===== src/rtl/bcr_regs.vh =====
// Constants for the bank concurrency command checker
// Function
// - Rules only with CKE high twice, exit done
// - Deselect and NOP both continue current operation
// - Idle other bank never restricts bank m
// - Bank idle once precharged and tRP met
// - Row active once tRCD met, no burst
// - Read/write state holds until burst ends
// - Read AP splits at earliest precharge point
// - Write AP precharge starts when tWR ends
// - Burst terminate hits only the bursting bank
// - Reads/writes accepted with or without AP
// - Command codes on CS RAS CAS WE
`ifndef BCR_REGS_VH
`define BCR_REGS_VH
`define BCR_CMD_NOP    4'h7
`define BCR_CMD_ACT    4'h3
`define BCR_CMD_RD     4'h5
`define BCR_CMD_WR     4'h4
`define BCR_CMD_PRE    4'h2
`define BCR_CMD_BST    4'h6
`define BCR_CMD_REF    4'h1
`define BCR_CMD_MRS    4'h0
`define BCR_TCK_PS     4000
`define BCR_TRP_NS     15
`define BCR_TRCD_NS    15
`define BCR_TWR_NS     15
`define BCR_TXSR_NS    120
`define BCR_TRFC_NS    72
`define BCR_TMRD_CYC   2
`define BCR_CYC(ns)    (((ns) * 1000 + `BCR_TCK_PS - 1) / `BCR_TCK_PS)
`define BCR_TRP_CYC    `BCR_CYC(`BCR_TRP_NS)
`define BCR_TRCD_CYC   `BCR_CYC(`BCR_TRCD_NS)
`define BCR_TWR_CYC    `BCR_CYC(`BCR_TWR_NS)
`define BCR_TXSR_CYC   `BCR_CYC(`BCR_TXSR_NS)
`define BCR_TRFC_CYC   `BCR_CYC(`BCR_TRFC_NS)
`define BCR_BL_DFLT    4
`define BCR_WL_CYC     1
`endif


===== src/rtl/README_unused.v =====
`timescale 1ns/1ns
`default_nettype none
`default_nettype wire


===== src/rtl/bcr_bank_fsm.v =====
// Per-bank state tracker with its own period timer
`timescale 1ns/1ns
`default_nettype none
`include "bcr_regs.vh"
module bcr_bank_fsm #(
   parameter BURST_CYC = 2,
   parameter TRCD_CYC  = 4,
   parameter TRP_CYC   = 4,
   parameter TWR_CYC   = 4,
   parameter WL_CYC    = 1
) (
   // Clock and reset
   input  wire       clk,
   input  wire       rst_n,
   // Accepted commands for this bank
   input  wire       act,
   input  wire       rd,
   input  wire       wr,
   input  wire       pre,
   input  wire       bst,
   input  wire       auto_precharge_option,
   // State
   output wire [3:0] state,
   output wire       is_idle,
   output wire       is_open,
   output wire       is_read,
   output wire       is_burst,
   output wire       in_access
);
   localparam [3:0] S_IDLE = 4'h0, S_ACTV = 4'h1, S_ROW = 4'h2, S_RD = 4'h3, S_WR = 4'h4,
                    S_RDA = 4'h5, S_WRA = 4'h6, S_APPRE = 4'h7, S_PRE = 4'h8;
   reg [3:0] state_q;
   reg [3:0] state_d;
   reg [6:0] tmr_q;
   reg [6:0] tmr_d;
   wire      expire;

   assign expire    = (tmr_q == 7'h01);
   assign state     = state_q;
   assign is_idle   = (state_q == S_IDLE);
   assign is_open   = (state_q == S_ROW) || (state_q == S_RD) || (state_q == S_WR);
   assign is_read   = (state_q == S_RD);
   assign is_burst  = (state_q == S_RD) || (state_q == S_WR);
   assign in_access = (state_q == S_RDA) || (state_q == S_WRA);

   always @* begin
      state_d = state_q;
      tmr_d   = (tmr_q != 7'h00) ? tmr_q - 7'h01 : 7'h00;
      if (act) begin
         state_d = S_ACTV;
         tmr_d   = TRCD_CYC[6:0];
      end else if (rd) begin
         // A new read truncates any burst still running
         state_d = auto_precharge_option ? S_RDA : S_RD;
         tmr_d   = BURST_CYC[6:0];
      end else if (wr) begin
         state_d = auto_precharge_option ? S_WRA : S_WR;
         tmr_d   = auto_precharge_option ? (WL_CYC[6:0] + BURST_CYC[6:0] + TWR_CYC[6:0])
                                         : (WL_CYC[6:0] + BURST_CYC[6:0]);
      end else if (pre) begin
         if (state_q != S_IDLE) begin
            state_d = S_PRE;
            tmr_d   = TRP_CYC[6:0];
         end
      end else if (bst && is_burst) begin
         state_d = S_ROW;
         tmr_d   = 7'h00;
      end else if (expire) begin
         case (state_q)
            S_ACTV:          state_d = S_ROW;
            S_RD, S_WR:      state_d = S_ROW;
            S_RDA, S_WRA: begin
               state_d = S_APPRE;
               tmr_d   = TRP_CYC[6:0];
            end
            S_APPRE, S_PRE:  state_d = S_IDLE;
            default:         state_d = state_q;
         endcase
      end
   end

   always @(posedge clk or negedge rst_n) begin
      if (!rst_n) begin
         state_q <= S_IDLE;
         tmr_q   <= 7'h00;
      end else begin
         state_q <= state_d;
         tmr_q   <= tmr_d;
      end
   end
endmodule // bcr_bank_fsm
`default_nettype wire


===== src/rtl/bcr_bank_rules.v =====
// Command decoder that enforces the cross-bank command rules on four banks
`timescale 1ns/1ns
`default_nettype none
`include "bcr_regs.vh"
module bcr_bank_rules #(
   parameter NBANK     = 4,
   parameter BL        = `BCR_BL_DFLT,
   parameter TRCD_CYC  = `BCR_TRCD_CYC,
   parameter TRP_CYC   = `BCR_TRP_CYC,
   parameter TWR_CYC   = `BCR_TWR_CYC,
   parameter TXSR_CYC  = `BCR_TXSR_CYC,
   parameter TRFC_CYC  = `BCR_TRFC_CYC,
   parameter TMRD_CYC  = `BCR_TMRD_CYC
) (
   // Clock and reset
   input  wire             clk,
   input  wire             rst_n,
   // Command pins
   input  wire             cke,
   input  wire             cs_n,
   input  wire             ras_n,
   input  wire             cas_n,
   input  wire             we_n,
   input  wire [1:0]       ba,
   input  wire             auto_precharge_option,
   // Status
   output reg              cmd_taken_q,
   output reg              cmd_illegal_q,
   output reg              rules_active_q,
   output wire [4*NBANK-1:0] bank_state
);
   localparam [2:0] K_NOP = 3'h0, K_ACT = 3'h1, K_RD = 3'h2, K_WR = 3'h3,
                    K_PRE = 3'h4, K_BST = 3'h5, K_REF = 3'h6, K_MRS = 3'h7;
   localparam BURST_CYC = BL / 2;

   function [2:0] cmd_kind;
      input       csn;
      input [2:0] rcw;
      begin
         if (csn) begin
            cmd_kind = K_NOP;
         end else begin
            case ({1'b0, rcw})
               `BCR_CMD_ACT: cmd_kind = K_ACT;
               `BCR_CMD_RD:  cmd_kind = K_RD;
               `BCR_CMD_WR:  cmd_kind = K_WR;
               `BCR_CMD_PRE: cmd_kind = K_PRE;
               `BCR_CMD_BST: cmd_kind = K_BST;
               `BCR_CMD_REF: cmd_kind = K_REF;
               `BCR_CMD_MRS: cmd_kind = K_MRS;
               default:      cmd_kind = K_NOP;
            endcase
         end
      end
   endfunction

   // Two-stage synchronisers for all pin inputs
   reg  [7:0] pin_s1_q;
   reg  [7:0] pin_s2_q;
   wire       cke_s;
   wire       csn_s;
   wire [2:0] rcw_s;
   wire [1:0] ba_s;
   wire       ap_s;

   always @(posedge clk or negedge rst_n) begin
      if (!rst_n) begin
         // Reset to deselect with cke low, so no command is seen after reset
         pin_s1_q <= 8'h78;
         pin_s2_q <= 8'h78;
      end else begin
         pin_s1_q <= {cke, cs_n, ras_n, cas_n, we_n, ba, auto_precharge_option};
         pin_s2_q <= pin_s1_q;
      end
   end
   assign cke_s = pin_s2_q[7];
   assign csn_s = pin_s2_q[6];
   assign rcw_s = pin_s2_q[5:3];
   assign ba_s  = pin_s2_q[2:1];
   assign ap_s  = pin_s2_q[0];

   // Clock enable history and exit timer
   reg        cke_prev_q;
   reg  [7:0] exit_q;
   reg  [7:0] busy_q;
   wire [2:0] kind;
   wire       rules_on;

   assign kind     = cmd_kind(csn_s, rcw_s);
   assign rules_on = cke_s && cke_prev_q && (exit_q == 8'h00);

   // Bank tracker outputs
   wire [NBANK-1:0] b_idle;
   wire [NBANK-1:0] b_open;
   wire [NBANK-1:0] b_read;
   wire [NBANK-1:0] b_burst;
   wire [NBANK-1:0] b_access;
   wire [NBANK-1:0] sel;
   wire [NBANK-1:0] others;
   reg              legal;
   wire             go;

   genvar g;
   generate
      for (g = 0; g < NBANK; g = g + 1) begin : g_bank
         localparam [1:0] BIDX = g;
         assign sel[g] = (ba_s == BIDX);
         bcr_bank_fsm #(
            .BURST_CYC (BURST_CYC),
            .TRCD_CYC  (TRCD_CYC),
            .TRP_CYC   (TRP_CYC),
            .TWR_CYC   (TWR_CYC),
            .WL_CYC    (`BCR_WL_CYC)
         ) u_bank (
            .clk                   (clk),
            .rst_n                 (rst_n),
            .act                   (go && (kind == K_ACT) && sel[g]),
            .rd                    (go && (kind == K_RD) && sel[g]),
            .wr                    (go && (kind == K_WR) && sel[g]),
            .pre                   (go && (kind == K_PRE) && (sel[g] || ap_s)),
            .bst                   (go && (kind == K_BST) && sel[g]),
            .auto_precharge_option (ap_s),
            .state                 (bank_state[4*g+3:4*g]),
            .is_idle               (b_idle[g]),
            .is_open               (b_open[g]),
            .is_read               (b_read[g]),
            .is_burst              (b_burst[g]),
            .in_access             (b_access[g])
         );
      end
   endgenerate

   assign others = ~sel;

   // Idle banks in the other set never veto; REF and MRS need all banks idle, else only access-period or read banks do
   always @* begin
      legal = 1'b0;
      case (kind)
         K_ACT: legal = |(b_idle & sel);
         K_RD:  legal = |(b_open & sel) && !(|(b_access & others));
         K_WR:  legal = |(b_open & sel) && !(|(b_access & others))
                        && !(|(b_read & others));
         K_PRE: legal = ap_s ? !(|b_access) : !(|(b_access & sel));
         K_BST: legal = |(b_burst & sel);
         K_REF: legal = &b_idle;
         K_MRS: legal = &b_idle;
         default: legal = 1'b1;
      endcase
   end

   // Illegal or reserved commands are dropped so the trackers stay consistent
   assign go = rules_on && (busy_q == 8'h00) && (kind != K_NOP) && legal;

   always @(posedge clk or negedge rst_n) begin
      if (!rst_n) begin
         cke_prev_q     <= 1'b0;
         exit_q         <= 8'h00;
         busy_q         <= 8'h00;
         cmd_taken_q    <= 1'b0;
         cmd_illegal_q  <= 1'b0;
         rules_active_q <= 1'b0;
      end else begin
         cke_prev_q <= cke_s;
         if (!cke_s) begin
            exit_q <= TXSR_CYC[7:0];
         end else if (exit_q != 8'h00) begin
            exit_q <= exit_q - 8'h01;
         end
         if (go && (kind == K_REF)) begin
            busy_q <= TRFC_CYC[7:0];
         end else if (go && (kind == K_MRS)) begin
            busy_q <= TMRD_CYC[7:0];
         end else if (busy_q != 8'h00) begin
            busy_q <= busy_q - 8'h01;
         end
         cmd_taken_q    <= go;
         cmd_illegal_q  <= cke_s && cke_prev_q && (kind != K_NOP) && !go;
         rules_active_q <= rules_on;
      end
   end
endmodule // bcr_bank_rules
`default_nettype wire


===== config.mk =====
export PLATFORM = sky130hd
export DESIGN_NAME = bcr_bank_rules
export DESIGN_NICKNAME = d
export VERILOG_FILES = /design/src/rtl/README_unused.v /design/src/rtl/bcr_bank_fsm.v /design/src/rtl/bcr_bank_rules.v
export VERILOG_INCLUDE_DIRS = /design/src /design/src/rtl
export SDC_FILE = /design/constraint.sdc
export NUM_CORES = 1
export LEC_CHECK = 0
export BUFFER_PORTS_ARGS = -buffer_cell sky130_fd_sc_hd__buf_4
export CAP_MARGIN = 20
export CORE_ASPECT_RATIO = 0.5
export CORE_MARGIN = 2
export CORE_UTILIZATION = 62
export CTS_CLUSTER_SIZE = 20
export DETAILED_ROUTE_END_ITERATION = 6
export GPL_ROUTABILITY_DRIVEN = 0
export MAX_ROUTING_LAYER = met4
export PLACE_DENSITY = 0.78
export SYNTH_ARGS = -nofsm -noshare
export SYNTH_HDL_FRONTEND = slang
export SYNTH_SLANG_ARGS = --single-unit

===== constraint.sdc =====
create_clock -name clk -period 3.7 [get_ports clk]
set_input_delay 1.11 -clock clk [delete_from_list [all_inputs] [get_ports clk]]
set_output_delay 1.11 -clock clk [all_outputs]
set_load 0.03 [all_outputs]

==> results by group, run 1 <==
STA
  – Minimum clock period: 3110 ps
  – Rel. slew slack: a little over two fifths
  – Final WS setup: 591 ps
  – Slew Limit Fails: 0
  – Sum of negative setup slack: 0 ps
  – Unrepaired setup endpoints after global routing: false
  – Worst hold slack: 353 ps
  – Final worst clock skew: about 9.9 ps
  – Final setup fails: 0
  – Final Cycle Share: roughly 84%
  – Achievable Freq: roughly 320 MHz
  – Worst-Margin Slew: between 800 and 900 ps
  – Fin. Hold Viols: 0

Pwr
  – Max VDD drop: 0.000307 V
  – Seq pwr share: about 47%
  – Int Power: between 1 and 1.5 mW
  – P_sw: between 0.4 and 0.5 mW
  – Pwr/cell area: roughly 340 mW/mm²
  – Clock share of power: about 45%
  – LEAKAGE: roughly 2.6 nW
  – Net Sw Frac: 25.1%
  – Logic gate share of total power: under 10%

Drt
  – Post-route antenna net violation count: 0
  – Pre-Repair DR Iteration Count: 5
  – # DRC: 0
  – Routed wire length: 12.7 mm
  – Routed via count: 4601
  – DR WL/cell: ~18 µm
  – Routed vias/inst: roughly 6.4
  – 1st-iter DRT viols: between 500 and 600

Critical path
  – Setup CP Type: reg2reg
  – Max FO, Critical Path: 17
  – WP data arrival: ~3300 ps
  – Critical Path End Type: flip-flop
  – Req. time, crit path: around 4000 ps
  – CP Launch Type: flip-flop

Synth
  – Synth Register Bits: 80
  – Syn. warnings: 0
  – Synth Instances: 578
  – Distinct cells, synth: 76
  – Predominant post-synthesis flop cell: dfrtp_1
  – Asr flop ratio synth: 100%
  – Most area-hungry cell type in the Yosys netlist: dfrtp_1
  – Share of Yosys cell area claimed by the top area cell type: between 30% and 40%
  – Cell with the most instances after synthesis: dfrtp_1
  – Register area share after synthesis: about 38%
  – Mapped Avg Cell Area: 9.05 µm²
  – Syn nets: 602
  – Synthesized area: approximately 0.0052 mm²
  – Synth top cells by count: 72 x dfrtp_1, 55 x nand2_1, 55 x nor2_1
  – Number of flops mapped to enable cells by yosys: 0
  – Top cells by area, synth: dfrtp_1 34%, dfstp_2 4.0%, nand2_1 3.9%, nor2_1 3.9%, ha_1 3.3%

Outcome
  – Outcome: completed

Global route
  – Global-route usage over all layers: slightly above 30%
  – GRT overflow: 0
  – Pin count of the biggest net entering global routing: 30
  – Vias in the first global route: between 4000 and 5000
  – Antenna violations before repair: 0
  – First-pass GRT wire length: 20.8 mm

Placed design
  – Worst slack, placed: ~640 ps
  – Placed Area: 0.00546 mm²
  – Post-DP HPWL: between 9 and 10 mm
  – PortBufs: 28

Finish
  – Post-route design area: around 0.0058 mm²
  – Ant. Diodes: 0
  – Layout Nets: 627
  – Layout area overhead: 10.1%
  – Final Util: roughly 70%
  – Fraction of layout cells with a size suffix above 1: 16.1%

Clock tree
  – CTS tree: yes
  – Reg clk slew, reported paths: 60 ps
  – Post-CTS Resized: 0
  – CTS sink count: 80
  – Postcts setup bufs: 0
  – Clock Tree Buf Depth: 2
  – Clk Latency, worst-skew pair: between 300 and 400 ps
  – TritonCTS Buffers: 9
  – Clk root buf: clkbuf_16
  – Hold Buf Count CTS: 0
  – H-tree depth: 3

Die
  – Initial Util: about 65%
  – Core Box Area: between 0.008 and 0.009 mm²
  – Die Y: between 60 and 70 µm
  – I/O pin count: 29
  – Die width: between 100 and 150 µm
  – # rows: 23
  – Die Footprint: around 0.0092 mm²

Worst hold path
  – Worst hold path class: reg2reg

Flow run
  – Total of max-cap violations: 0
==> logic make-up (layout without fill, tap and decap cells) <==
kind of cell	count (synthesis)	count (layout)	synth area share, %
and+or+nand+nor	266	266	28.2
AOI/OAI and AO/OA	136	136	17.7
DFF	80	80	38.5
buffers and inverters	42	72	5.00
xor gates and xnor gates	29	29	5.00
adders and majority gates	14	14	3.35
muxes	11	11	2.30
==> cell type report <==
| cell class | instances | area [µm²] |
|---|---|---|
| clock inverter | 6 | 67.6 |
| inverter | 19 | 73.8 |
| multi-input combinational | 456 | 2960 |
| clock buffer | 10 | 229 |
| fill | 631 | 2330 |
| tap | 112 | 140 |
| timing repair buffer | 37 | 278 |
| sequential | 80 | 2010 |
==> layout by cell type, fill, tap and decap left out, types with 10 or more instances in the layout <==
master | Yosys | layout
inv_1 | 18 | 18
nand3_1 | 25 | 25
nand2_1 | 55 | 55
dfrtp_1 | 72 | 72
nor2_1 | 55 | 55
xnor2_1 | 17 | 17
nor4_1 | 10 | 10
a21oi_1 | 30 | 30
or3_1 | 10 | 10
xor2_1 | 11 | 11
nor3_1 | 28 | 28
o21ai_0 | 34 | 34
buf_4 | 3 | 37
ha_1 | 14 | 14
nand2b_1 | 12 | 12
==> worst max-delay path, stage by stage, from the launching register on <==
cell and delay [ps]:
dfrtp_1 380, inv_1 90, ha_1 180, nor3b_1 370
and3_1 390, and3_1 660, o21ai_0 250, o21a_1 260
nor2_1 260, nor4_1 120
==> final timing paths <==
path	from	endpoint	slack, ps	cells past startpoint
max	busy_q[0]	g_bank[3].u_bank.tmr_q[3]	590	9
min	pin_s1_q[7]	pin_s2_q[7]	350	0
max reg2reg	busy_q[0]	g_bank[3].u_bank.tmr_q[3]	590	9
min reg2reg	pin_s1_q[7]	pin_s2_q[7]	350	0
max in group asynchronous	rst_n	pin_s2_q[6]	2250	2
min in group asynchronous	rst_n	g_bank[0].u_bank.tmr_q[3]	690	1
==> metal layers <==
layer	GRT usage, %	vias to the layer above	routed length (µm)
met4	9.71	0	213
met1	40.5	2181	5780
met2	46.1	240	5560
li1	-	2151	-
met5	-	-	0
met3	7.09	29	1190
==> power groups by stage <==
stage               combinational, mW  sequential [mW]  clock (mW)
floorplan                       0.125            0.928           0
global placement                0.163            0.937           0
detailed placement              0.168            0.938           0
CTS                             0.170            0.923       0.907
global route                    0.187            0.928       0.945
finish                          0.171            0.924       0.891
==> through the flow <==
stage               power, mW  instances
floorplan                1.05        578
CTS                      2.00        720
detailed placement       1.11        704
global route             2.06        720
global placement         1.10        704
finish                   1.99        720
==> state kept, by name (all words and copies together) (netlist names), 8 cells and up <==
signal / count
busy_q: 8
exit_q: 8
g_bank.u_bank.state: 16
g_bank.u_bank.tmr_q: 28
pin_s1_q: 8
pin_s2_q: 8
(Power assumes the default switching activity.)
==> run 2: changes to the inputs <==
Clock period 3.7 ns to 3 ns, I/O delays scaled along.
==> run 2 against run 1 <==
Compared with the run above:
- routed wire length rose by 5.3%
- final cell count is 6.0% higher
- total power is 28% higher
- largest cell class unchanged
- core utilization grew 4.7 points
- hold slack worse by 1.3 ps
- combinational power grew 37%
- register-to-register slack worse by 500 ps
==> results by group, run 2 (synthesis gave the netlist of run 1 again) <==
STA
  – Final worst clock skew: 7.89 ps
  – Final WS setup: just under 90 ps
  – Achievable Freq: 343 MHz
  – Rel. slew slack: about 54%
  – Fin. Hold Viols: 0
  – Minimum clock period: a little under 3000 ps
  – Final Cycle Share: 97.1%
  – Sum of negative setup slack: 0 ps
  – Worst-Margin Slew: between 600 and 700 ps
  – Slew Limit Fails: 0
  – Final setup fails: 0

Drt
  – Post-route antenna net violation count: 0
  – DR WL/cell: roughly 18 µm
  – 1st-iter DRT viols: between 500 and 600
  – # DRC: 0
  – Routed vias/inst: approximately 6.2
  – Routed via count: around 4800
  – Routed wire length: around 13 mm
  – Pre-Repair DR Iteration Count: 5

Pwr
  – Max VDD drop: 0.000373 V
  – Pwr/cell area: just over 400 mW/mm²
  – LEAKAGE: about 2.8 nW

Global route
  – Vias in the first global route: around 4500
  – First-pass GRT wire length: 22.0 mm
  – Global-route usage over all layers: between 30% and 40%
  – GRT overflow: 0
  – Antenna violations before repair: 0
  – Pin count of the biggest net entering global routing: 48

Critical path
  – Critical Path End Type: flip-flop
  – Req. time, crit path: 3230 ps
  – Setup CP Type: reg2reg
  – WP data arrival: around 3100 ps
  – Max FO, Critical Path: 7
  – CP Launch Type: flip-flop

Clock tree
  – Reg clk slew, reported paths: ~60 ps
  – Hold Buf Count CTS: 0
  – Clk root buf: clkbuf_16
  – TritonCTS Buffers: 9
  – CTS sink count: 80
  – Clock Tree Buf Depth: 2
  – CTS tree: yes
  – Clk Latency, worst-skew pair: approximately 350 ps
  – H-tree depth: 3

Finish
  – Max reg flops: 28
  – Post-route design area: between 0.006 and 0.007 mm²
  – Ant. Diodes: 0
  – Non-filler cells, final: about 760
  – Most frequent cells in the layout: 80 x buf_4, 72 x dfrtp_1, 55 x nand2_1, 55 x nor2_1, 32 x o21ai_0
  – Fraction of layout cells with a size suffix above 1: between 20 and 25%
  – Filler cells: ~580
  – Largest Register: g_bank.u_bank.tmr_q
  – Layout area overhead: 17.3%
  – Layout Nets: 670
  – Most common cell after layout, fill and taps aside: buf_4

Die
  – Die Footprint: approximately 0.0092 mm²
  – Die width: around 130 µm
  – Die Y: just under 70 µm
  – # rows: 23
  – Core Box Area: 0.00809 mm²
  – I/O pin count: 29
  – Initial Util: about two thirds

Placed design
  – PortBufs: 28
  – Post-DP HPWL: 9.84 mm
  – Cells after DPL: 744
  – Worst slack, placed: 11.6 ps
  – Placed Area: approximately 0.0058 mm²

Flow run
  – Total of max-cap violations: 0

Outcome
  – Outcome: completed

Worst hold path
  – Worst hold path class: reg2reg
## run 2: critical path: stages, from the launching register on
cell	delay, ps
dfrtp_1	380
buf_4	160
xor2_1	280
and2_1	250
nand2_1	120
a311oi_4	350
o211ai_1	180
buf_4	200
buf_4	160
a21oi_1	280
o21bai_2	120
mux2_1	320
## run 2: area by class of cell
class | count | area, µm² | area share (%)
clock buffer | 11 | 233 | 3.79
clock inverter | 5 | 83.8 | 1.37
inverter | 19 | 73.8 | 1.20
multi-input combinational | 456 | 2990 | 48.8
sequential | 80 | 2010 | 32.8
tap | 112 | 140 | 2.28
timing repair buffer | 80 | 601 | 9.79
## run 2: where the power goes
group | internal (mW) | switching [mW] | total (mW)
sequential | 1.11 | 0.0229 | 1.13
combinational | 0.0909 | 0.144 | 0.235
clock | 0.730 | 0.446 | 1.18
total | 1.93 | 0.613 | 2.54
## run 2: worst paths after layout
path / startpoint / to / slack [ps] / depth (start not counted)
hold / removal: pin_s1_q[7] / pin_s2_q[7] / 350 / 0
min in group asynchronous: rst_n / g_bank[0].u_bank.tmr_q[5] / 560 / 1
setup reg to reg: g_bank[3].u_bank.state[1] / g_bank[1].u_bank.state[2] / 90 / 11
max in group asynchronous: rst_n / g_bank[1].u_bank.tmr_q[1] / 1750 / 2
hold reg to reg: pin_s1_q[7] / pin_s2_q[7] / 350 / 0
setup / recovery: g_bank[3].u_bank.state[1] / g_bank[1].u_bank.state[2] / 90 / 11
## run 2: what timing repair did
action,4_1_cts,5_1_grt
gates resized for setup,0,9
setup endpoints to repair,2,22
buffers inserted,2,1
gates cloned,0,0
pin swaps,1,1
## run 2: through the flow
step	hold WS (ps)	util, %	power [mW]
2_1_floorplan	331	-	1.30
3_3_place_gp	333	71.3	1.37
3_5_place_dp	340	71.3	1.37
4_1_cts	355	75.4	2.55
5_1_grt	359	75.9	2.63
6_report	352	75.9	2.54
## run 2: per-layer routing
| metal | vias to the layer above | track usage, % | wire length [µm] |
|---|---|---|---|
| met4 | 0 | 11.2 | 308 |
| met2 | 243 | 50.0 | 5760 |
| met5 | - | - | 0 |
| li1 | 2231 | - | - |
| met3 | 36 | 8.85 | 1240 |
| met1 | 2253 | 41.5 | 6100 |
==> run 3: changes to the inputs <==
Settings changed: RECOVER_POWER set to 100.
==> run 3 against run 2 <==
Compared with the run above:
- sequential power about the same
- non-clock buffer count unchanged
- critical path type unchanged
- critical path depth stayed put
- design area decreased by 1.4%
- core utilization decreased by 1.1 points
- total power is 0.15% lower
==> results by group, run 3 (synthesis gave the netlist of run 1 again) <==
Critical path
  – Crit-path max cell delay: about 370 ps
  – Req. time, crit path: roughly 3200 ps
  – Crit path cell chain: buf_4, xor2_1, and2_1, nand2_1, a311oi_4, o211ai_1, buf_4, buf_4, a21oi_1, o21bai_2, mux2_1
  – Slowest stage cell, crit path: dfrtp_1
  – WP data arrival: about 3100 ps
  – Setup CP Type: reg2reg
  – CP delay by family, top: compound AO/OA/AOI/OAI gates
  – Max FO, Critical Path: 7
  – Critical path's most frequent cell: buf_4
  – CP bufs+invs: 3
  – Critical Path End Type: flip-flop
  – CP Launch Type: flip-flop

Drt
  – Routed vias/inst: roughly 6.3
  – DR WL/cell: 17.6 µm
  – Routed via count: approximately 4800
  – Post-route antenna net violation count: 0
  – Pre-Repair DR Iteration Count: 5
  – 1st-iter DRT viols: slightly below 600
  – # DRC: 0
  – Routed wire length: ~13 mm

Placed design
  – Placed Area: around 0.0058 mm²
  – Post-DP HPWL: around 9.8 mm
  – PortBufs: 28
  – Worst slack, placed: around 12 ps

Global route
  – Most Crowded Layer GR: met2
  – Vias in the first global route: 4485
  – Global-route usage over all layers: between 30 and 40%
  – First-pass GRT wire length: roughly 22 mm
  – GR Layer Usage met3: under 10%
  – Antenna violations before repair: 0
  – GRT overflow: 0
  – Grt met1 use: 41.5%
  – Pin count of the biggest net entering global routing: 48
  – Met2 usage in global routing: between 50% and 60%

Finish
  – Ant. Diodes: 0
  – Fraction of layout cells with a size suffix above 1: 19.0%
  – Filler cells: 615
  – Largest Register: g_bank.u_bank.tmr_q
  – Most common cell after layout, fill and taps aside: dfrtp_1
  – Post-route design area: 0.00605 mm²
  – Most frequent cells in the layout: 72 x dfrtp_1, 55 x nand2_1, 55 x nor2_1, 48 x buf_4, 32 x o21ai_0
  – Layout area overhead: 15.6%
  – Max reg flops: 28
  – Layout Nets: 670

STA
  – Achievable Freq: ~340 MHz
  – Rel. slew slack: 22.6%
  – Fin. Hold Viols: 0
  – Final Cycle Share: 97.0%
  – Slew Limit Fails: 0
  – Final worst clock skew: between 7 and 8 ps
  – Final setup fails: 0
  – Worst-Margin Slew: about 1200 ps
  – Final WS setup: slightly above 90 ps
  – Sum of negative setup slack: 0 ps
  – Minimum clock period: slightly below 3000 ps

Die
  – # rows: 23
  – Core Box Area: between 0.008 and 0.009 mm²
  – Die Footprint: between 0.009 and 0.01 mm²
  – Die width: ~130 µm
  – Die Y: 69.0 µm
  – I/O pin count: 29
  – Initial Util: between 60% and 70%

Clock tree
  – Clk Latency, worst-skew pair: 350 ps
  – Clk root buf: clkbuf_16
  – Hold Buf Count CTS: 0
  – CTS tree: yes
  – Clock Tree Buf Depth: 2
  – H-tree depth: 3
  – TritonCTS Buffers: 9
  – Reg clk slew, reported paths: ~60 ps
  – CTS sink count: 80

Pwr
  – Max VDD drop: ~0.00037 V
  – Pwr/cell area: ~420 mW/mm²
  – LEAKAGE: ~2.7 nW

Flow run
  – Total of max-cap violations: 0

Outcome
  – Outcome: completed

Worst hold path
  – Worst hold path class: reg2reg
==> run 3: cell count changes in the layout (fill, tap and decap cells not counted) <==
cell,delta
and2_1,-2
buf_4,-32
clkbuf_2,+1
clkbuf_1,+22
and2_0,+2
clkbuf_4,+9
==> run 3: what timing repair did <==
| action | CTS | global route |
|---|---|---|
| endpoints found under the hold margin | 0 | 0 |
| pin swaps | 1 | 1 |
| resized for setup | 0 | 9 |
| setup buffers | 2 | 1 |
| setup endpoints to repair | 2 | 22 |
==> run 3: layout make-up <==
type / instances / area (µm²) / area share [%]
Clock inverter: 5 / 83.8 / 1.39
Tap cell: 112 / 140 / 2.32
Timing Repair Buffer: 80 / 515 / 8.52
Inverter: 19 / 73.8 / 1.22
Clock buffer: 11 / 233 / 3.85
Sequential cell: 80 / 2010 / 33.3
Multi-Input combinational cell: 456 / 2990 / 49.5
==> run 3: where the power goes <==
| part | leakage, nW | internal, mW | switching, mW |
|---|---|---|---|
| Sequential | 1.05 | 1.11 | 0.0230 |
| Combinational | 1.50 | 0.0878 | 0.143 |
| Clock | 0.146 | 0.730 | 0.446 |
==> run 3: through the flow <==
stage                     util, %  power (mW)  hold WS [ps]  instances
after floorplan                 -        1.30           331        578
after global placement       71.3        1.37           333        744
after detailed placement     71.3        1.37           340        744
after CTS                    75.4        2.55           355        762
after global routing         74.8        2.62           359        763
final                        74.8        2.54           352        763
==> run 3: layer usage <==
metal  wire length [µm]  vias up
li1                   -     2230
met1               6030     2259
met2               5790      241
met3               1260       48
met4                371        0
met5                  0        -
==> run 3: final timing paths <==
path / from / endpoint / slack, ps / cells past startpoint
setup reg to reg: g_bank[3].u_bank.state[1] / g_bank[1].u_bank.state[2] / 90 / 11
min in group asynchronous: rst_n / g_bank[0].u_bank.tmr_q[5] / 780 / 1
setup / recovery: g_bank[3].u_bank.state[1] / g_bank[1].u_bank.state[2] / 90 / 11
hold / removal: pin_s1_q[7] / pin_s2_q[7] / 350 / 0
max in group asynchronous: rst_n / g_bank[2].u_bank.tmr_q[1] / 710 / 2
hold reg to reg: pin_s1_q[7] / pin_s2_q[7] / 350 / 0
